### src/design/ipl_pkg.sv
// Package: offsets, field layout, masks and codes of the priority bank
package ipl_pkg;

  // ---------------------------------------------------------------
  // Widths
  // ---------------------------------------------------------------
  localparam int DATA_W  = 32;
  localparam int ADDR_W  = 8;
  localparam int REG_W   = 16;
  localparam int FIELD_W = 2;
  localparam int NUM_REG = 4;
  localparam int NUM_SRC = 20;

  // ---------------------------------------------------------------
  // Register indices; byte address is four times the index
  // ---------------------------------------------------------------
  localparam logic [5:0] IDX_THREE = 6'h03;
  localparam logic [5:0] IDX_FOUR  = 6'h04;
  localparam logic [5:0] IDX_FIVE  = 6'h05;
  localparam logic [5:0] IDX_SIX   = 6'h06;
  localparam logic [ADDR_W-1:0] ADDR_THREE = {IDX_THREE, 2'b00};
  localparam logic [ADDR_W-1:0] ADDR_FOUR  = {IDX_FOUR, 2'b00};
  localparam logic [ADDR_W-1:0] ADDR_FIVE  = {IDX_FIVE, 2'b00};
  localparam logic [ADDR_W-1:0] ADDR_SIX   = {IDX_SIX, 2'b00};

  // Slot in the internal array for each register
  localparam int SLOT_THREE = 0;
  localparam int SLOT_FOUR  = 1;
  localparam int SLOT_FIVE  = 2;
  localparam int SLOT_SIX   = 3;

  // ---------------------------------------------------------------
  // Reset value and writable-bit masks (reserved bits stay zero)
  // ---------------------------------------------------------------
  localparam logic [REG_W-1:0] PRIO_RESET = 16'h0000;
  localparam logic [REG_W-1:0] MASK_THREE = 16'hC03F;
  localparam logic [REG_W-1:0] MASK_FOUR  = 16'hFFFF;
  localparam logic [REG_W-1:0] MASK_FIVE  = 16'hFF00;
  localparam logic [REG_W-1:0] MASK_SIX   = 16'h0FC3;

  // ---------------------------------------------------------------
  // Field encoding
  // ---------------------------------------------------------------
  localparam logic [FIELD_W-1:0] LEVEL_OFF = 2'h0;
  localparam logic [FIELD_W-1:0] LEVEL_STEP = 2'h1;

  // ---------------------------------------------------------------
  // Source table: register slot and field lsb per source index
  //  0 twowire_error_level        10 twowire_receive_level
  //  1 serial0_rx_full_level      11 twowire_general_call_level
  //  2 serial0_rx_error_level     12 interval_timer1_level
  //  3 serial0_tx_idle_level      13 interval_timer0_level
  //  4 gp_timer_ch3_level         14 comparator_b_level
  //  5 gp_timer_ch2_level         15 comparator_a_level
  //  6 gp_timer_ch1_level         16 modulator_fault_level
  //  7 gp_timer_ch0_level         17 modulator_reload_level
  //  8 twowire_status_level       18 converter_zero_cross_level
  //  9 twowire_transmit_level     19 interval_timer2_level
  // ---------------------------------------------------------------
  localparam int SRC_SLOT [NUM_SRC] = '{
    0, 0, 0, 0,
    1, 1, 1, 1, 1, 1, 1, 1,
    2, 2, 2, 2,
    3, 3, 3, 3
  };
  localparam int SRC_LSB [NUM_SRC] = '{
    14, 4, 2, 0,
    14, 12, 10, 8, 6, 4, 2, 0,
    14, 12, 10, 8,
    10, 8, 6, 0
  };

  // ---------------------------------------------------------------
  // AXI response codes
  // ---------------------------------------------------------------
  localparam logic [1:0] RESP_OKAY   = 2'h0;
  localparam logic [1:0] RESP_SLVERR = 2'h2;

endpackage

### src/design/ipl_prio_regs.sv
// Interrupt priority level register bank with AXI4-Lite slave
// Notes on behaviour
// - Field 00 off; 01,10,11 are levels 0-2
// - Reset leaves every field disabled
// - Third register 15:14 twowire error level
// - Third register 5:4 serial0 receiver full
// - Third register 3:2 serial0 receiver error
// - Third register 1:0 serial0 transmitter idle
// - Fourth register 15:14 timer ch3, 13:12 ch2
// - Fourth register 11:10 timer ch1, 9:8 ch0
// - Fourth register 7:6 twowire status level
// - Fourth register 5:4 twowire transmit level
// - Fourth register 3:2 twowire receive level
// - Fourth register 1:0 twowire general call
// - Fifth register 15:14 interval timer 1
// - Fifth register 13:12 interval timer 0
// - Fifth register 11:10 comparator B level
// - Fifth register 9:8 comparator A level
// - Sixth register 11:10 modulator fault level
// - Sixth register 9:8 modulator reload level
// - Sixth register 7:6 converter zero crossing
// - Sixth register 1:0 interval timer 2
//
// Implementation choice: the AXI4-Lite slave port.
`timescale 1ns/1ps

module ipl_prio_regs
  import ipl_pkg::*;
(
  input  wire logic                   sys_clk,
  input  wire logic                   arst_n,
  input  wire logic [ADDR_W-1:0]      s_axi_awaddr,
  input  wire logic                   s_axi_awvalid,
  output logic                        s_axi_awready,
  input  wire logic [DATA_W-1:0]      s_axi_wdata,
  input  wire logic [DATA_W/8-1:0]    s_axi_wstrb,
  input  wire logic                   s_axi_wvalid,
  output logic                        s_axi_wready,
  output logic [1:0]                  s_axi_bresp,
  output logic                        s_axi_bvalid,
  input  wire logic                   s_axi_bready,
  input  wire logic [ADDR_W-1:0]      s_axi_araddr,
  input  wire logic                   s_axi_arvalid,
  output logic                        s_axi_arready,
  output logic [DATA_W-1:0]           s_axi_rdata,
  output logic [1:0]                  s_axi_rresp,
  output logic                        s_axi_rvalid,
  input  wire logic                   s_axi_rready,
  output logic [NUM_SRC-1:0]          source_enable,
  output logic [FIELD_W*NUM_SRC-1:0]  source_level
);

  // ---------------------------------------------------------------
  // State
  // ---------------------------------------------------------------
  logic [REG_W-1:0]          prio_r [NUM_REG];
  logic                      awready_r;
  logic                      wready_r;
  logic                      aw_held_r;
  logic                      w_held_r;
  logic [ADDR_W-1:0]         aw_addr_r;
  logic [DATA_W-1:0]         w_data_r;
  logic [DATA_W/8-1:0]       w_strb_r;
  logic                      bvalid_r;
  logic [1:0]                bresp_r;
  logic                      arready_r;
  logic                      rvalid_r;
  logic [1:0]                rresp_r;
  logic [DATA_W-1:0]         rdata_r;
  logic [NUM_SRC-1:0]        source_enable_r;
  logic [FIELD_W*NUM_SRC-1:0] source_level_r;

  logic                      do_write;
  logic                      wr_hit;
  int                        wr_slot;
  logic [REG_W-1:0]          wr_mask;
  logic [REG_W-1:0]          lane_mask;
  logic                      rd_hit;
  logic [REG_W-1:0]          rd_value;

  assign do_write = aw_held_r && w_held_r && !bvalid_r;
  assign lane_mask = {{8{w_strb_r[1]}}, {8{w_strb_r[0]}}};

  // ---------------------------------------------------------------
  // Address decode
  // ---------------------------------------------------------------
  always_comb begin
    wr_hit  = 1'b1;
    wr_slot = SLOT_THREE;
    wr_mask = MASK_THREE;
    if (aw_addr_r == ADDR_THREE) begin
      wr_slot = SLOT_THREE;
      wr_mask = MASK_THREE;
    end else if (aw_addr_r == ADDR_FOUR) begin
      wr_slot = SLOT_FOUR;
      wr_mask = MASK_FOUR;
    end else if (aw_addr_r == ADDR_FIVE) begin
      wr_slot = SLOT_FIVE;
      wr_mask = MASK_FIVE;
    end else if (aw_addr_r == ADDR_SIX) begin
      wr_slot = SLOT_SIX;
      wr_mask = MASK_SIX;
    end else begin
      wr_hit = 1'b0;
    end
  end

  // Reserved bits read as zero whatever was written to them
  always_comb begin
    rd_hit   = 1'b1;
    rd_value = PRIO_RESET;
    if (s_axi_araddr == ADDR_THREE) begin
      rd_value = prio_r[SLOT_THREE] & MASK_THREE;
    end else if (s_axi_araddr == ADDR_FOUR) begin
      rd_value = prio_r[SLOT_FOUR] & MASK_FOUR;
    end else if (s_axi_araddr == ADDR_FIVE) begin
      rd_value = prio_r[SLOT_FIVE] & MASK_FIVE;
    end else if (s_axi_araddr == ADDR_SIX) begin
      rd_value = prio_r[SLOT_SIX] & MASK_SIX;
    end else begin
      rd_hit = 1'b0;
    end
  end

  // ---------------------------------------------------------------
  // Write channels: address and data captured in either order
  // ---------------------------------------------------------------
  always_ff @(posedge sys_clk or negedge arst_n) begin
    if (!arst_n) begin
      awready_r <= 1'b0;
      aw_held_r <= 1'b0;
      aw_addr_r <= '0;
    end else if (s_axi_awvalid && awready_r) begin
      awready_r <= 1'b0;
      aw_held_r <= 1'b1;
      aw_addr_r <= s_axi_awaddr;
    end else if (do_write) begin
      aw_held_r <= 1'b0;
    end else if (!aw_held_r && !bvalid_r) begin
      awready_r <= 1'b1;
    end
  end

  always_ff @(posedge sys_clk or negedge arst_n) begin
    if (!arst_n) begin
      wready_r <= 1'b0;
      w_held_r <= 1'b0;
      w_data_r <= '0;
      w_strb_r <= '0;
    end else if (s_axi_wvalid && wready_r) begin
      wready_r <= 1'b0;
      w_held_r <= 1'b1;
      w_data_r <= s_axi_wdata;
      w_strb_r <= s_axi_wstrb;
    end else if (do_write) begin
      w_held_r <= 1'b0;
    end else if (!w_held_r && !bvalid_r) begin
      wready_r <= 1'b1;
    end
  end

  always_ff @(posedge sys_clk or negedge arst_n) begin
    if (!arst_n) begin
      bvalid_r <= 1'b0;
      bresp_r  <= RESP_OKAY;
    end else if (do_write) begin
      bvalid_r <= 1'b1;
      bresp_r  <= wr_hit ? RESP_OKAY : RESP_SLVERR;
    end else if (s_axi_bready) begin
      bvalid_r <= 1'b0;
    end
  end

  // ---------------------------------------------------------------
  // Priority registers
  // ---------------------------------------------------------------
  // Lanes above bit 15 have no storage; strobes 3:2 are ignored
  always_ff @(posedge sys_clk or negedge arst_n) begin
    if (!arst_n) begin
      for (int i = 0; i < NUM_REG; i++) begin
        prio_r[i] <= PRIO_RESET;
      end
    end else if (do_write && wr_hit) begin
      prio_r[wr_slot] <= ((prio_r[wr_slot] & ~lane_mask)
                        | (w_data_r[REG_W-1:0] & lane_mask))
                        & wr_mask;
    end
  end

  // ---------------------------------------------------------------
  // Read channel
  // ---------------------------------------------------------------
  always_ff @(posedge sys_clk or negedge arst_n) begin
    if (!arst_n) begin
      arready_r <= 1'b0;
    end else if (s_axi_arvalid && arready_r) begin
      arready_r <= 1'b0;
    end else if (!rvalid_r) begin
      arready_r <= 1'b1;
    end
  end

  always_ff @(posedge sys_clk or negedge arst_n) begin
    if (!arst_n) begin
      rvalid_r <= 1'b0;
      rresp_r  <= RESP_OKAY;
      rdata_r  <= '0;
    end else if (s_axi_arvalid && arready_r) begin
      rvalid_r <= 1'b1;
      rresp_r  <= rd_hit ? RESP_OKAY : RESP_SLVERR;
      rdata_r  <= {{(DATA_W-REG_W){1'b0}}, rd_value};
    end else if (s_axi_rready) begin
      rvalid_r <= 1'b0;
    end
  end

  // ---------------------------------------------------------------
  // Per-source decode toward the arbiter
  // ---------------------------------------------------------------
  // Registered so arbitration never sees a half-written register;
  // costs one cycle after the field changes
  for (genvar s = 0; s < NUM_SRC; s++) begin : g_src
    logic [FIELD_W-1:0] field;
    assign field = prio_r[SRC_SLOT[s]][SRC_LSB[s] +: FIELD_W];
    always_ff @(posedge sys_clk or negedge arst_n) begin
      if (!arst_n) begin
        source_enable_r[s] <= 1'b0;
        source_level_r[s*FIELD_W +: FIELD_W] <= LEVEL_OFF;
      end else begin
        source_enable_r[s] <= (field != LEVEL_OFF);
        if (field != LEVEL_OFF) begin
          source_level_r[s*FIELD_W +: FIELD_W] <=
            field - LEVEL_STEP;
        end else begin
          source_level_r[s*FIELD_W +: FIELD_W] <= LEVEL_OFF;
        end
      end
    end
  end

  // ---------------------------------------------------------------
  // Outputs
  // ---------------------------------------------------------------
  assign s_axi_awready = awready_r;
  assign s_axi_wready  = wready_r;
  assign s_axi_bvalid  = bvalid_r;
  assign s_axi_bresp   = bresp_r;
  assign s_axi_arready = arready_r;
  assign s_axi_rvalid  = rvalid_r;
  assign s_axi_rresp   = rresp_r;
  assign s_axi_rdata   = rdata_r;
  assign source_enable = source_enable_r;
  assign source_level  = source_level_r;

endmodule

### config.mk
export PLATFORM = sky130hd
export DESIGN_NAME = ipl_prio_regs
export DESIGN_NICKNAME = d
export VERILOG_FILES = /design/src/design/ipl_pkg.sv /design/src/design/ipl_prio_regs.sv
export SDC_FILE = /design/constraint.sdc
export NUM_CORES = 1
export LEC_CHECK = 0
export ABC_AREA = 1
export BUFFER_PORTS_ARGS = -buffer_cell sky130_fd_sc_hd__buf_2
export CAP_MARGIN = 20
export CORE_ASPECT_RATIO = 0.6
export CORE_MARGIN = 2
export CORE_UTILIZATION = 41
export DETAILED_ROUTE_END_ITERATION = 8
export GPL_TIMING_DRIVEN = 0
export PLACE_DENSITY = 0.61
export SYNTH_ARGS = -nofsm -noshare
export SYNTH_HDL_FRONTEND = slang
export SYNTH_SLANG_ARGS = --single-unit
### constraint.sdc
create_clock -name sys_clk -period 1.8 [get_ports sys_clk]
set_input_delay 0.27 -clock sys_clk [delete_from_list [all_inputs] [get_ports sys_clk]]
set_output_delay 0.27 -clock sys_clk [all_outputs]
set_load 0.03 [all_outputs]
==> results of run 1 <==
-- logic make-up (layout without fill, tap and decap cells) --
family,count (synthesis),count (layout),share of synthesized area [%]
simple gates,409,411,24.1
flops,173,173,58.0
buf+inv,169,364,10.1
compound gates,104,104,7.79
other cells,1,18,0.0502
-- layer usage --
layer | vias up | share of wire, % | global-route usage (%)
li1 | 3041 | - | -
met4 | 0 | 0.85 | 5.34
met3 | 16 | 8.9 | 4.11
met1 | 2997 | 50 | 35.7
met2 | 269 | 40 | 29.0
met5 | - | 0 | 0
-- layout make-up --
type / instances / area, um2 / share of cell area (%)
Timing Repair Buffer: 164 / 1020 / 10.6
Multi-Input combinational cell: 533 / 2650 / 27.5
Buffer: 34 / 259 / 2.68
Tap cell: 240 / 300 / 3.11
Clock inverter: 12 / 128 / 1.32
Inverter: 134 / 529 / 5.48
Sequential cell: 173 / 4330 / 44.9
Clock buffer: 20 / 437 / 4.52
-- path summary, 6_finish.rpt --
path / start / endpoint / cells past startpoint
hold reg to reg: prio_r[61] / prio_r[61] / 2
hold / removal: s_axi_awvalid / s_axi_awready / 2
min in group asynchronous: arst_n / source_level[13] / 2
setup / recovery: aw_addr_r[5] / g_src[5].field[0] / 11
setup reg to reg: aw_addr_r[5] / g_src[5].field[0] / 11
max in group asynchronous: arst_n / g_src[2].field[1] / 3
-- worst register-to-register path: stages (launching register included) --
cell and delay (ps):
sky130_fd_sc_hd__dfrtp_1 400, sky130_fd_sc_hd__inv_2 80, sky130_fd_sc_hd__nand2_4 80, sky130_fd_sc_hd__nor2_8 160, sky130_fd_sc_hd__o211ai_4 110, sky130_fd_sc_hd__o21ai_4 90
sky130_fd_sc_hd__nand2_4 150, sky130_fd_sc_hd__nor2_8 220, sky130_fd_sc_hd__inv_8 70, sky130_fd_sc_hd__clkbuf_16 170, sky130_fd_sc_hd__nand2_2 60, sky130_fd_sc_hd__nand2_1 50
-- placed cells by master, fill, tap and decap left out, types with 7 or more instances in the layout --
master / n
sky130_fd_sc_hd__nand4_1: 8
sky130_fd_sc_hd__buf_2: 122
sky130_fd_sc_hd__nor2_4: 7
sky130_fd_sc_hd__nand2_1: 242
sky130_fd_sc_hd__o21ai_0: 38
sky130_fd_sc_hd__nand3_1: 45
sky130_fd_sc_hd__clkbuf_16: 18
sky130_fd_sc_hd__dfrtp_1: 173
sky130_fd_sc_hd__o21ai_1: 20
sky130_fd_sc_hd__o22ai_1: 8
sky130_fd_sc_hd__buf_4: 50
sky130_fd_sc_hd__nand2_2: 19
sky130_fd_sc_hd__buf_6: 7
sky130_fd_sc_hd__a21oi_1: 27
sky130_fd_sc_hd__clkbuf_1: 10
sky130_fd_sc_hd__nor2_1: 50
sky130_fd_sc_hd__inv_1: 121
sky130_fd_sc_hd__conb_1: 18
-- sequential cells by signal (all words and copies together) (netlist names) --
| signal | flops |
|---|---|
| aw_held_r | 1 |
| s_axi_awready | 1 |
| s_axi_rdata | 16 |
| s_axi_rresp | 1 |
| s_axi_wready | 1 |
| s_axi_rvalid | 1 |
| aw_addr_r | 8 |
| source_level | 40 |
| w_data_r | 16 |
| g_src.field | 40 |
| w_strb_r | 2 |
| w_held_r | 1 |
| source_enable | 20 |
| s_axi_bresp | 1 |
| s_axi_bvalid | 1 |
| s_axi_arready | 1 |
| prio_r | 22 |
-- stage by stage --
step | cells | hold WS, ps
floorplan | 873 | -25.6
global placement | 1236 | 440
detailed placement | 1237 | 286
CTS | 1282 | 8.37
global route | 1310 | 25.0
finish | 1310 | 15.0
-- timing repair --
action	CTS	global route
pin swaps	6	30
cloned	0	3
setup endpoints to repair	65	70
hold buffers	2	0
endpoints found under the hold margin	75	0
buffers inserted	11	27
gates resized for setup	9	70
-- synthesized netlist by cell type --
master | n | share of area, %
sky130_fd_sc_hd__nand2_1 | 262 | 13
sky130_fd_sc_hd__dfrtp_1 | 173 | 58
sky130_fd_sc_hd__inv_1 | 125 | 6.3
sky130_fd_sc_hd__nor2_1 | 53 | 2.7
sky130_fd_sc_hd__nand3_1 | 50 | 3.4
sky130_fd_sc_hd__o21ai_0 | 45 | 3.0
sky130_fd_sc_hd__a21oi_1 | 27 | 1.8
sky130_fd_sc_hd__buf_4 | 20 | 2.0
sky130_fd_sc_hd__o21ai_1 | 13 | 0.87
sky130_fd_sc_hd__clkbuf_1 | 9 | 0.45
sky130_fd_sc_hd__nand4_1 | 8 | 0.67
sky130_fd_sc_hd__o22ai_1 | 8 | 0.67
sky130_fd_sc_hd__inv_2 | 6 | 0.30
sky130_fd_sc_hd__nor3_1 | 6 | 0.40
sky130_fd_sc_hd__or2_2 | 6 | 0.50
sky130_fd_sc_hd__buf_6 | 5 | 0.75
sky130_fd_sc_hd__nand2_4 | 4 | 0.60
sky130_fd_sc_hd__nor2_8 | 4 | 1.1
sky130_fd_sc_hd__o221ai_1 | 4 | 0.47
sky130_fd_sc_hd__nand2_2 | 3 | 0.25
sky130_fd_sc_hd__nor2_2 | 3 | 0.25
sky130_fd_sc_hd__nor2_4 | 3 | 0.45
sky130_fd_sc_hd__nor3_2 | 3 | 0.40
sky130_fd_sc_hd__or2_0 | 3 | 0.25
sky130_fd_sc_hd__inv_4 | 2 | 0.17
sky130_fd_sc_hd__o2111ai_1 | 2 | 0.23
sky130_fd_sc_hd__o21ai_2 | 2 | 0.23
sky130_fd_sc_hd__buf_2 | 1 | 0.067
sky130_fd_sc_hd__clkinv_1 | 1 | 0.050
sky130_fd_sc_hd__conb_1 | 1 | 0.050
sky130_fd_sc_hd__nor4_1 | 1 | 0.084
sky130_fd_sc_hd__o211ai_4 | 1 | 0.28
sky130_fd_sc_hd__o21a_1 | 1 | 0.10
sky130_fd_sc_hd__o21bai_1 | 1 | 0.10
-- power by group --
group          internal (mW)  switching [mW]  leakage [nW]
combinational          0.693            1.62          3.05
clock                   1.95            1.63         0.272
sequential              4.30           0.260          2.34
==> impl_metrics.sql, run 1 <==
INSERT INTO impl_metrics (metric_group, metric, value, unit) VALUES
('grt', 'first_pass_grt_wire_length', '31600', 'um'),
('worst_hold_path', 'class_of_the_most_critical_hold_timing_path', 'primary input to flop', ''),
('drt', 'detail_route.vias_per_cell', '4.83', ''),
('drt', 'route.detailed.drc', '0', ''),
('critical_path', 'worst_path_max_delay_cell', 'sky130_fd_sc_hd__dfrtp_1', ''),
('sta', 'post_layout_min_period', '1770', 'ps'),
('run', 'max_cap_violations', '0', ''),
('clock_network', 'worstSkewPairLatency', '430', 'ps'),
('grt', 'vias_in_the_first_global_route', '5726', ''),
('synthesis', 'netlist-cell-type-count', '34', ''),
('sta', 'tightestPinTransition', '572', 'ps'),
('sta', 'timing.max_slew.rel_slack', '61.8', '%'),
('die', 'floorplan.die.height', '109', 'um'),
('drt', 'wire_per_inst', '15.9', 'um'),
('power_and_ir_drop', 'total_power', '10.4', 'mW'),
('clock_network', 'h_tree_depth', '4', ''),
('grt', 'grt_max_degree', '100', ''),
('critical_path', 'worst_path_arrival', '2080', 'ps'),
('power_and_ir_drop', 'p_per_area', '1080', 'mW/mm2'),
('critical_path', 'cp.required', '2110', 'ps'),
('layout', 'drive_above_1_share', '27.2', '%'),
('power_and_ir_drop', 'cell_leakage_power', '5.66', 'nW'),
('die', 'chipWidth', '178', 'um'),
('die', 'row_count', '38', ''),
('synthesis', 'yosysSeqAreaShare', '58.0', '%'),
('critical_path', 'criticalPathCategory', 'flop to flop', ''),
('drt', 'drt-total-wl', '20900', 'um'),
('die', 'die-area', '0.0193', 'mm2'),
('synthesis', 'synthesis.area', '0.00747', 'mm2'),
('place', 'io_buffers', '123', ''),
('critical_path', 'timing.critical_path.slowest_cell_delay', '400', 'ps'),
('clock_network', 'cts_tree', 'done', ''),
('clock_network', 'tritoncts_num_sinks', '173', ''),
('grt', 'number_of_antenna_violations_at_the_first_check_in_global_routing', '0', ''),
('critical_path', 'crit_family', 'simple AND/OR/NAND/NOR gates', ''),
('die', 'coreArea', '0.0180', 'mm2'),
('synthesis', 'synthesis.yosys.warnings', '0', ''),
('layout', 'fin_area', '0.00965', 'mm2'),
('critical_path', 'critical_path.max_fanout', '5', ''),
('layout', 'utilization', '53.7', '%'),
('sta', 'finalHoldViolCount', '0', ''),
('die', 'floorplan.initialDensity', '41.6', '%'),
('synthesis', 'postSynthAreaPerCell', '8.73', 'um2'),
('power_and_ir_drop', 'ir_drop', '0.000753', 'V'),
('grt', 'track_usage', '21.8', '%'),
('sta', 'maxClockFrequency', '566', 'MHz'),
('grt', 'globalRoute.totalOverflow', '0', ''),
('synthesis', 'postSynthCellCount', '856', ''),
('clock_network', 'worst_setup_hold_path_clk_slew', '80', 'ps'),
('critical_path', 'endpoint_kind', 'flop', ''),
('place', 'gp_routability_congestion', '0.827', ''),
('drt', 'dr_total_vias', '6323', ''),
('clock_network', 'tritoncts.num_buffers', '17', ''),
('die', 'i_o_pin_cnt', '160', ''),
('run_status', 'status', 'completed', ''),
('critical_path', 'type_of_origin_of_the_critical_path', 'flop', ''),
('layout', 'nFillCells', '1708', ''),
('critical_path', 'timing.reg2reg.setup_slack', '30', 'ps'),
('layout', 'fin_nets', '1116', ''),
('layout', 'antennaDiodeCount', '0', ''),
('place', 'dpl.hpwl', '14300', 'um'),
('clock_network', 'cts_root_buf', 'sky130_fd_sc_hd__clkbuf_16', ''),
('sta', 'final_max_slew_viol_count', '0', ''),
('place', 'placed_area', '0.00849', 'mm2'),
('sta', 'aggregate_negative_setup_slack', '0', 'ps'),
('drt', 'drtAntennaViolNets', '0', ''),
('clock_network', 'ctsLongestPathBuffers', '2', ''),
('layout', 'area_growth', '29.2', '%'),
('drt', 'drt_first_iter_violations', '583', ''),
('critical_path', 'path_cells', 'inv_2 -> nand2_4 -> nor2_8 -> o211ai_4 -> o21ai_4 -> nand2_4 -> nor2_8 -> inv_8 -> clkbuf_16 -> nand2_2 -> nand2_1', ''),
('sta', 'setup_slack', '33.7', 'ps'),
('drt', 'detail_route.first_pass.iterations', '5', ''),
('sta', 'period_share', '98.1', '%'),
('synthesis', 'ys_ff_latch', '173', ''),
('place', 'dp_worst_setup_slack', '-186', 'ps'),
('critical_path', 'worst-path-buf-inv', '3', ''),
('sta', 'finClkSkew', '18.3', 'ps'),
('sta', 'final-setup-viol-count', '0', ''),
('sta', 'rsz0062_at_grt', 'true', '');
No activity file was read; power rests on OpenSTA's default activity.
==> inputs of run 2 (changes only) <==
--- a/config.mk
+++ b/config.mk
@@ -14,6 +14,7 @@
 export DETAILED_ROUTE_END_ITERATION = 8
 export GPL_TIMING_DRIVEN = 0
 export PLACE_DENSITY = 0.61
+export SETUP_SLACK_MARGIN = 0.2
 export SYNTH_ARGS = -nofsm -noshare
 export SYNTH_HDL_FRONTEND = slang
 export SYNTH_SLANG_ARGS = --single-unit
==> run 2 against run 1 <==
  * Final cell count rose by 0.38%
  * Combinational power rose by 8%
  * Clock power rose by 8.9%
  * Via count fell by 0.22%
  * Design area rose by 4.6%
  * Worst hold slack improved by 6.7 ps
  * Flip-flop and latch count did not move
  * Sequential power barely moved
  * Maximum frequency rose by 0.52%
  * Die area did not move
  * Critical path depth fell by 3
  * Critical endpoint is now g_src[12].field[0]
==> impl_metrics.sql, run 2 (synthesized netlist as in run 1, its figures left out) <==
INSERT INTO impl_metrics (metric_group, metric, value, unit) VALUES
('run_status', 'status', 'completed', ''),
('die', 'die-area', '0.0193', 'mm2'),
('sta', 'post_layout_min_period', '1760', 'ps'),
('die', 'floorplan.initialDensity', '41.6', '%'),
('clock_network', 'ctsLongestPathBuffers', '2', ''),
('drt', 'wire_per_inst', '16.2', 'um'),
('die', 'row_count', '38', ''),
('power_and_ir_drop', 'intPower', '7.31', 'mW'),
('drt', 'route.detailed.drc', '0', ''),
('critical_path', 'crit_start', 'aw_addr_r[3]', ''),
('sta', 'period_share', '97.6', '%'),
('power_and_ir_drop', 'p_per_area', '1080', 'mW/mm2'),
('drt', 'dr_total_vias', '6309', ''),
('clock_network', 'h_tree_depth', '4', ''),
('critical_path', 'worst_path_arrival', '2100', 'ps'),
('sta', 'final-setup-viol-count', '0', ''),
('critical_path', 'timing.reg2reg.setup_slack', '40', 'ps'),
('grt', 'grt_max_degree', '90', ''),
('critical_path', 'timing.critical_path.to', 'g_src[12].field[0]', ''),
('die', 'chipWidth', '178', 'um'),
('critical_path', 'timing.rr.end', 'g_src[12].field[0]', ''),
('worst_hold_path', 'startpoint_of_the_tightest_hold_check_path', 's_axi_awvalid', ''),
('grt', 'first_pass_grt_wire_length', '31700', 'um'),
('critical_path', 'criticalPathCategory', 'flop to flop', ''),
('place', 'gp_routability_congestion', '0.847', ''),
('layout', 'drive_above_1_share', '34.4', '%'),
('grt', 'vias_in_the_first_global_route', '5770', ''),
('power_and_ir_drop', 'seqPwrFrac', '41.7', '%'),
('layout', 'fin_area', '0.0101', 'mm2'),
('worst_hold_path', 'class_of_the_most_critical_hold_timing_path', 'primary input to flop', ''),
('sta', 'finClkSkew', '12.0', 'ps'),
('critical_path', 'worst-r2r-cell-count', '8', ''),
('layout', 'layout.cells.most_common_list', 'sky130_fd_sc_hd__nand2_1, sky130_fd_sc_hd__dfrtp_1, sky130_fd_sc_hd__buf_2', ''),
('clock_network', 'tritoncts_num_sinks', '173', ''),
('critical_path', 'worst-path-buf-inv', '2', ''),
('layout', 'utilization', '56.2', '%'),
('die', 'coreArea', '0.0180', 'mm2'),
('power_and_ir_drop', 'cell_leakage_power', '5.82', 'nW'),
('clock_network', 'worst_setup_hold_path_clk_slew', '70', 'ps'),
('grt', 'track_usage', '22.0', '%'),
('layout', 'fin_nets', '1121', ''),
('critical_path', 'crit-reg2reg-launch', 'aw_addr_r[3]', ''),
('place', 'io_buffers', '123', ''),
('critical_path', 'critical_path.max_fanout', '4', ''),
('critical_path', 'worst_path_max_delay_cell', 'sky130_fd_sc_hd__a21oi_1', ''),
('sta', 'finalHoldViolCount', '0', ''),
('layout', 'area_growth', '35.2', '%'),
('critical_path', 'timing.critical_path.mode_cell', 'sky130_fd_sc_hd__nor2_4', ''),
('power_and_ir_drop', 'netSwitchingFraction', '33.3', '%'),
('sta', 'aggregate_negative_setup_slack', '0', 'ps'),
('power_and_ir_drop', 'net-switching-power', '3.65', 'mW'),
('critical_path', 'timing.critical_path.slowest_cell_delay', '470', 'ps'),
('sta', 'final.hold.worst_slack', '21.7', 'ps'),
('critical_path', 'crit_family', 'compound AO/OA/AOI/OAI gates', ''),
('place', 'dpl.cell_count', '1237', ''),
('critical_path', 'endpoint_kind', 'flop', ''),
('place', 'dpl.hpwl', '14200', 'um'),
('clock_network', 'tritoncts.num_buffers', '17', ''),
('critical_path', 'cp.depth', '8', ''),
('die', 'floorplan.die.height', '109', 'um'),
('layout', 'antennaDiodeCount', '0', ''),
('drt', 'drt_first_iter_violations', '636', ''),
('grt', 'globalRoute.totalOverflow', '0', ''),
('power_and_ir_drop', 'comb_power_share', '22.7', '%'),
('clock_network', 'worstSkewPairLatency', '430', 'ps'),
('power_and_ir_drop', 'ir_drop', '0.000839', 'V'),
('drt', 'drtAntennaViolNets', '0', ''),
('die', 'i_o_pin_cnt', '160', ''),
('drt', 'drt-total-wl', '21300', 'um'),
('layout', 'layoutNonFillerInstCount', '1315', ''),
('sta', 'rsz0062_at_grt', 'true', ''),
('critical_path', 'cp.required', '2150', 'ps'),
('clock_network', 'cts_root_buf', 'sky130_fd_sc_hd__clkbuf_16', ''),
('critical_path', 'type_of_origin_of_the_critical_path', 'flop', ''),
('grt', 'number_of_antenna_violations_at_the_first_check_in_global_routing', '0', ''),
('clock_network', 'cts_tree', 'done', ''),
('critical_path', 'path_cells', 'inv_2 -> nor2_4 -> nand2_2 -> nor2_4 -> buf_4 -> a21oi_1 -> nand3_2 -> o21ai_1', ''),
('sta', 'final_max_slew_viol_count', '0', ''),
('place', 'placed_area', '0.00849', 'mm2'),
('sta', 'maxClockFrequency', '569', 'MHz'),
('power_and_ir_drop', 'clkPwrFrac', '35.6', '%'),
('sta', 'tightestPinTransition', '643', 'ps'),
('drt', 'detail_route.vias_per_cell', '4.80', ''),
('sta', 'timing.max_slew.rel_slack', '57.1', '%'),
('run', 'max_cap_violations', '0', ''),
('drt', 'detail_route.first_pass.iterations', '5', ''),
('layout', 'layout_commonest_cell', 'sky130_fd_sc_hd__nand2_1', '');
## run 2: cell count changes in the layout (fill, tap and decap cells not counted), sizes merged
| cell | previous run | this run |
|---|---|---|
| buf | 186 | 190 |
| bufinv | 1 | 3 |
| clkbuf | 30 | 31 |
| clkinv | 4 | 3 |
| clkinvlp | 2 | 3 |
| inv | 139 | 138 |
| nor2 | 64 | 63 |
## run 2: area by class of cell
class	instances	area, um2
Multi-Input combinational cell	532	2910
Fill cell	1627	7870
Clock buffer	19	433
Tap cell	240	300
Timing Repair Buffer	169	1130
Sequential cell	173	4330
Buffer	35	284
Clock inverter	13	180
Inverter	134	532
## run 2: routing by layer
metal	track usage, %	wire [um]	up-vias
met3	4.40	1730	15
met2	29.2	8610	284
met1	36.0	10800	2965
li1	-	-	3045
met4	4.94	175	0
met5	0	0	-
## run 2: power by group through the flow
| stage | registers [mW] | clock network [mW] | logic, mW |
|---|---|---|---|
| after floorplan | 4.75 | 0 | 1.21 |
| final | 4.57 | 3.90 | 2.49 |
| after global placement | 4.61 | 0 | 1.96 |
| after CTS | 4.56 | 3.95 | 2.22 |
| after detailed placement | 4.62 | 0 | 2.00 |
| after global routing | 4.62 | 4.12 | 2.75 |
## run 2: how the worst min path moves through the flow
stage / slack (ps) / end / depth (start not counted)
after floorplan: -30 / aw_addr_r[0] / 0
after global placement: 440 / s_axi_bvalid / 2
after detailed placement: 320 / source_level[13] / 1
after CTS: 10 / s_axi_awready / 2
after global routing: 30 / s_axi_awready / 2
final: 20 / s_axi_awready / 2
## run 2: per-stage QoR
step | setup WS (ps) | power [mW]
floorplan | 213 | 5.97
global placement | -2310 | 6.57
detailed placement | -161 | 6.62
CTS | 72.6 | 10.7
global route | -51.3 | 11.5
finish | 42.9 | 11.0
## run 2: worst reg2reg max path, delay by kind of cell, from the launching register on
family | cells | cell delay (ps)
AOI/OAI and AO/OA | 2 | 580
buffers and inverters | 2 | 290
DFF | 1 | 430
and+or+nand+nor | 4 | 360
## run 2: repair_timing
item,4_1_cts,5_1_grt
gates cloned,0,4
pin swaps,19,37
setup endpoints to repair,81,65
resized for setup,40,139
hold buffers,2,0
endpoints found under the hold margin,85,0
buffers inserted,28,12
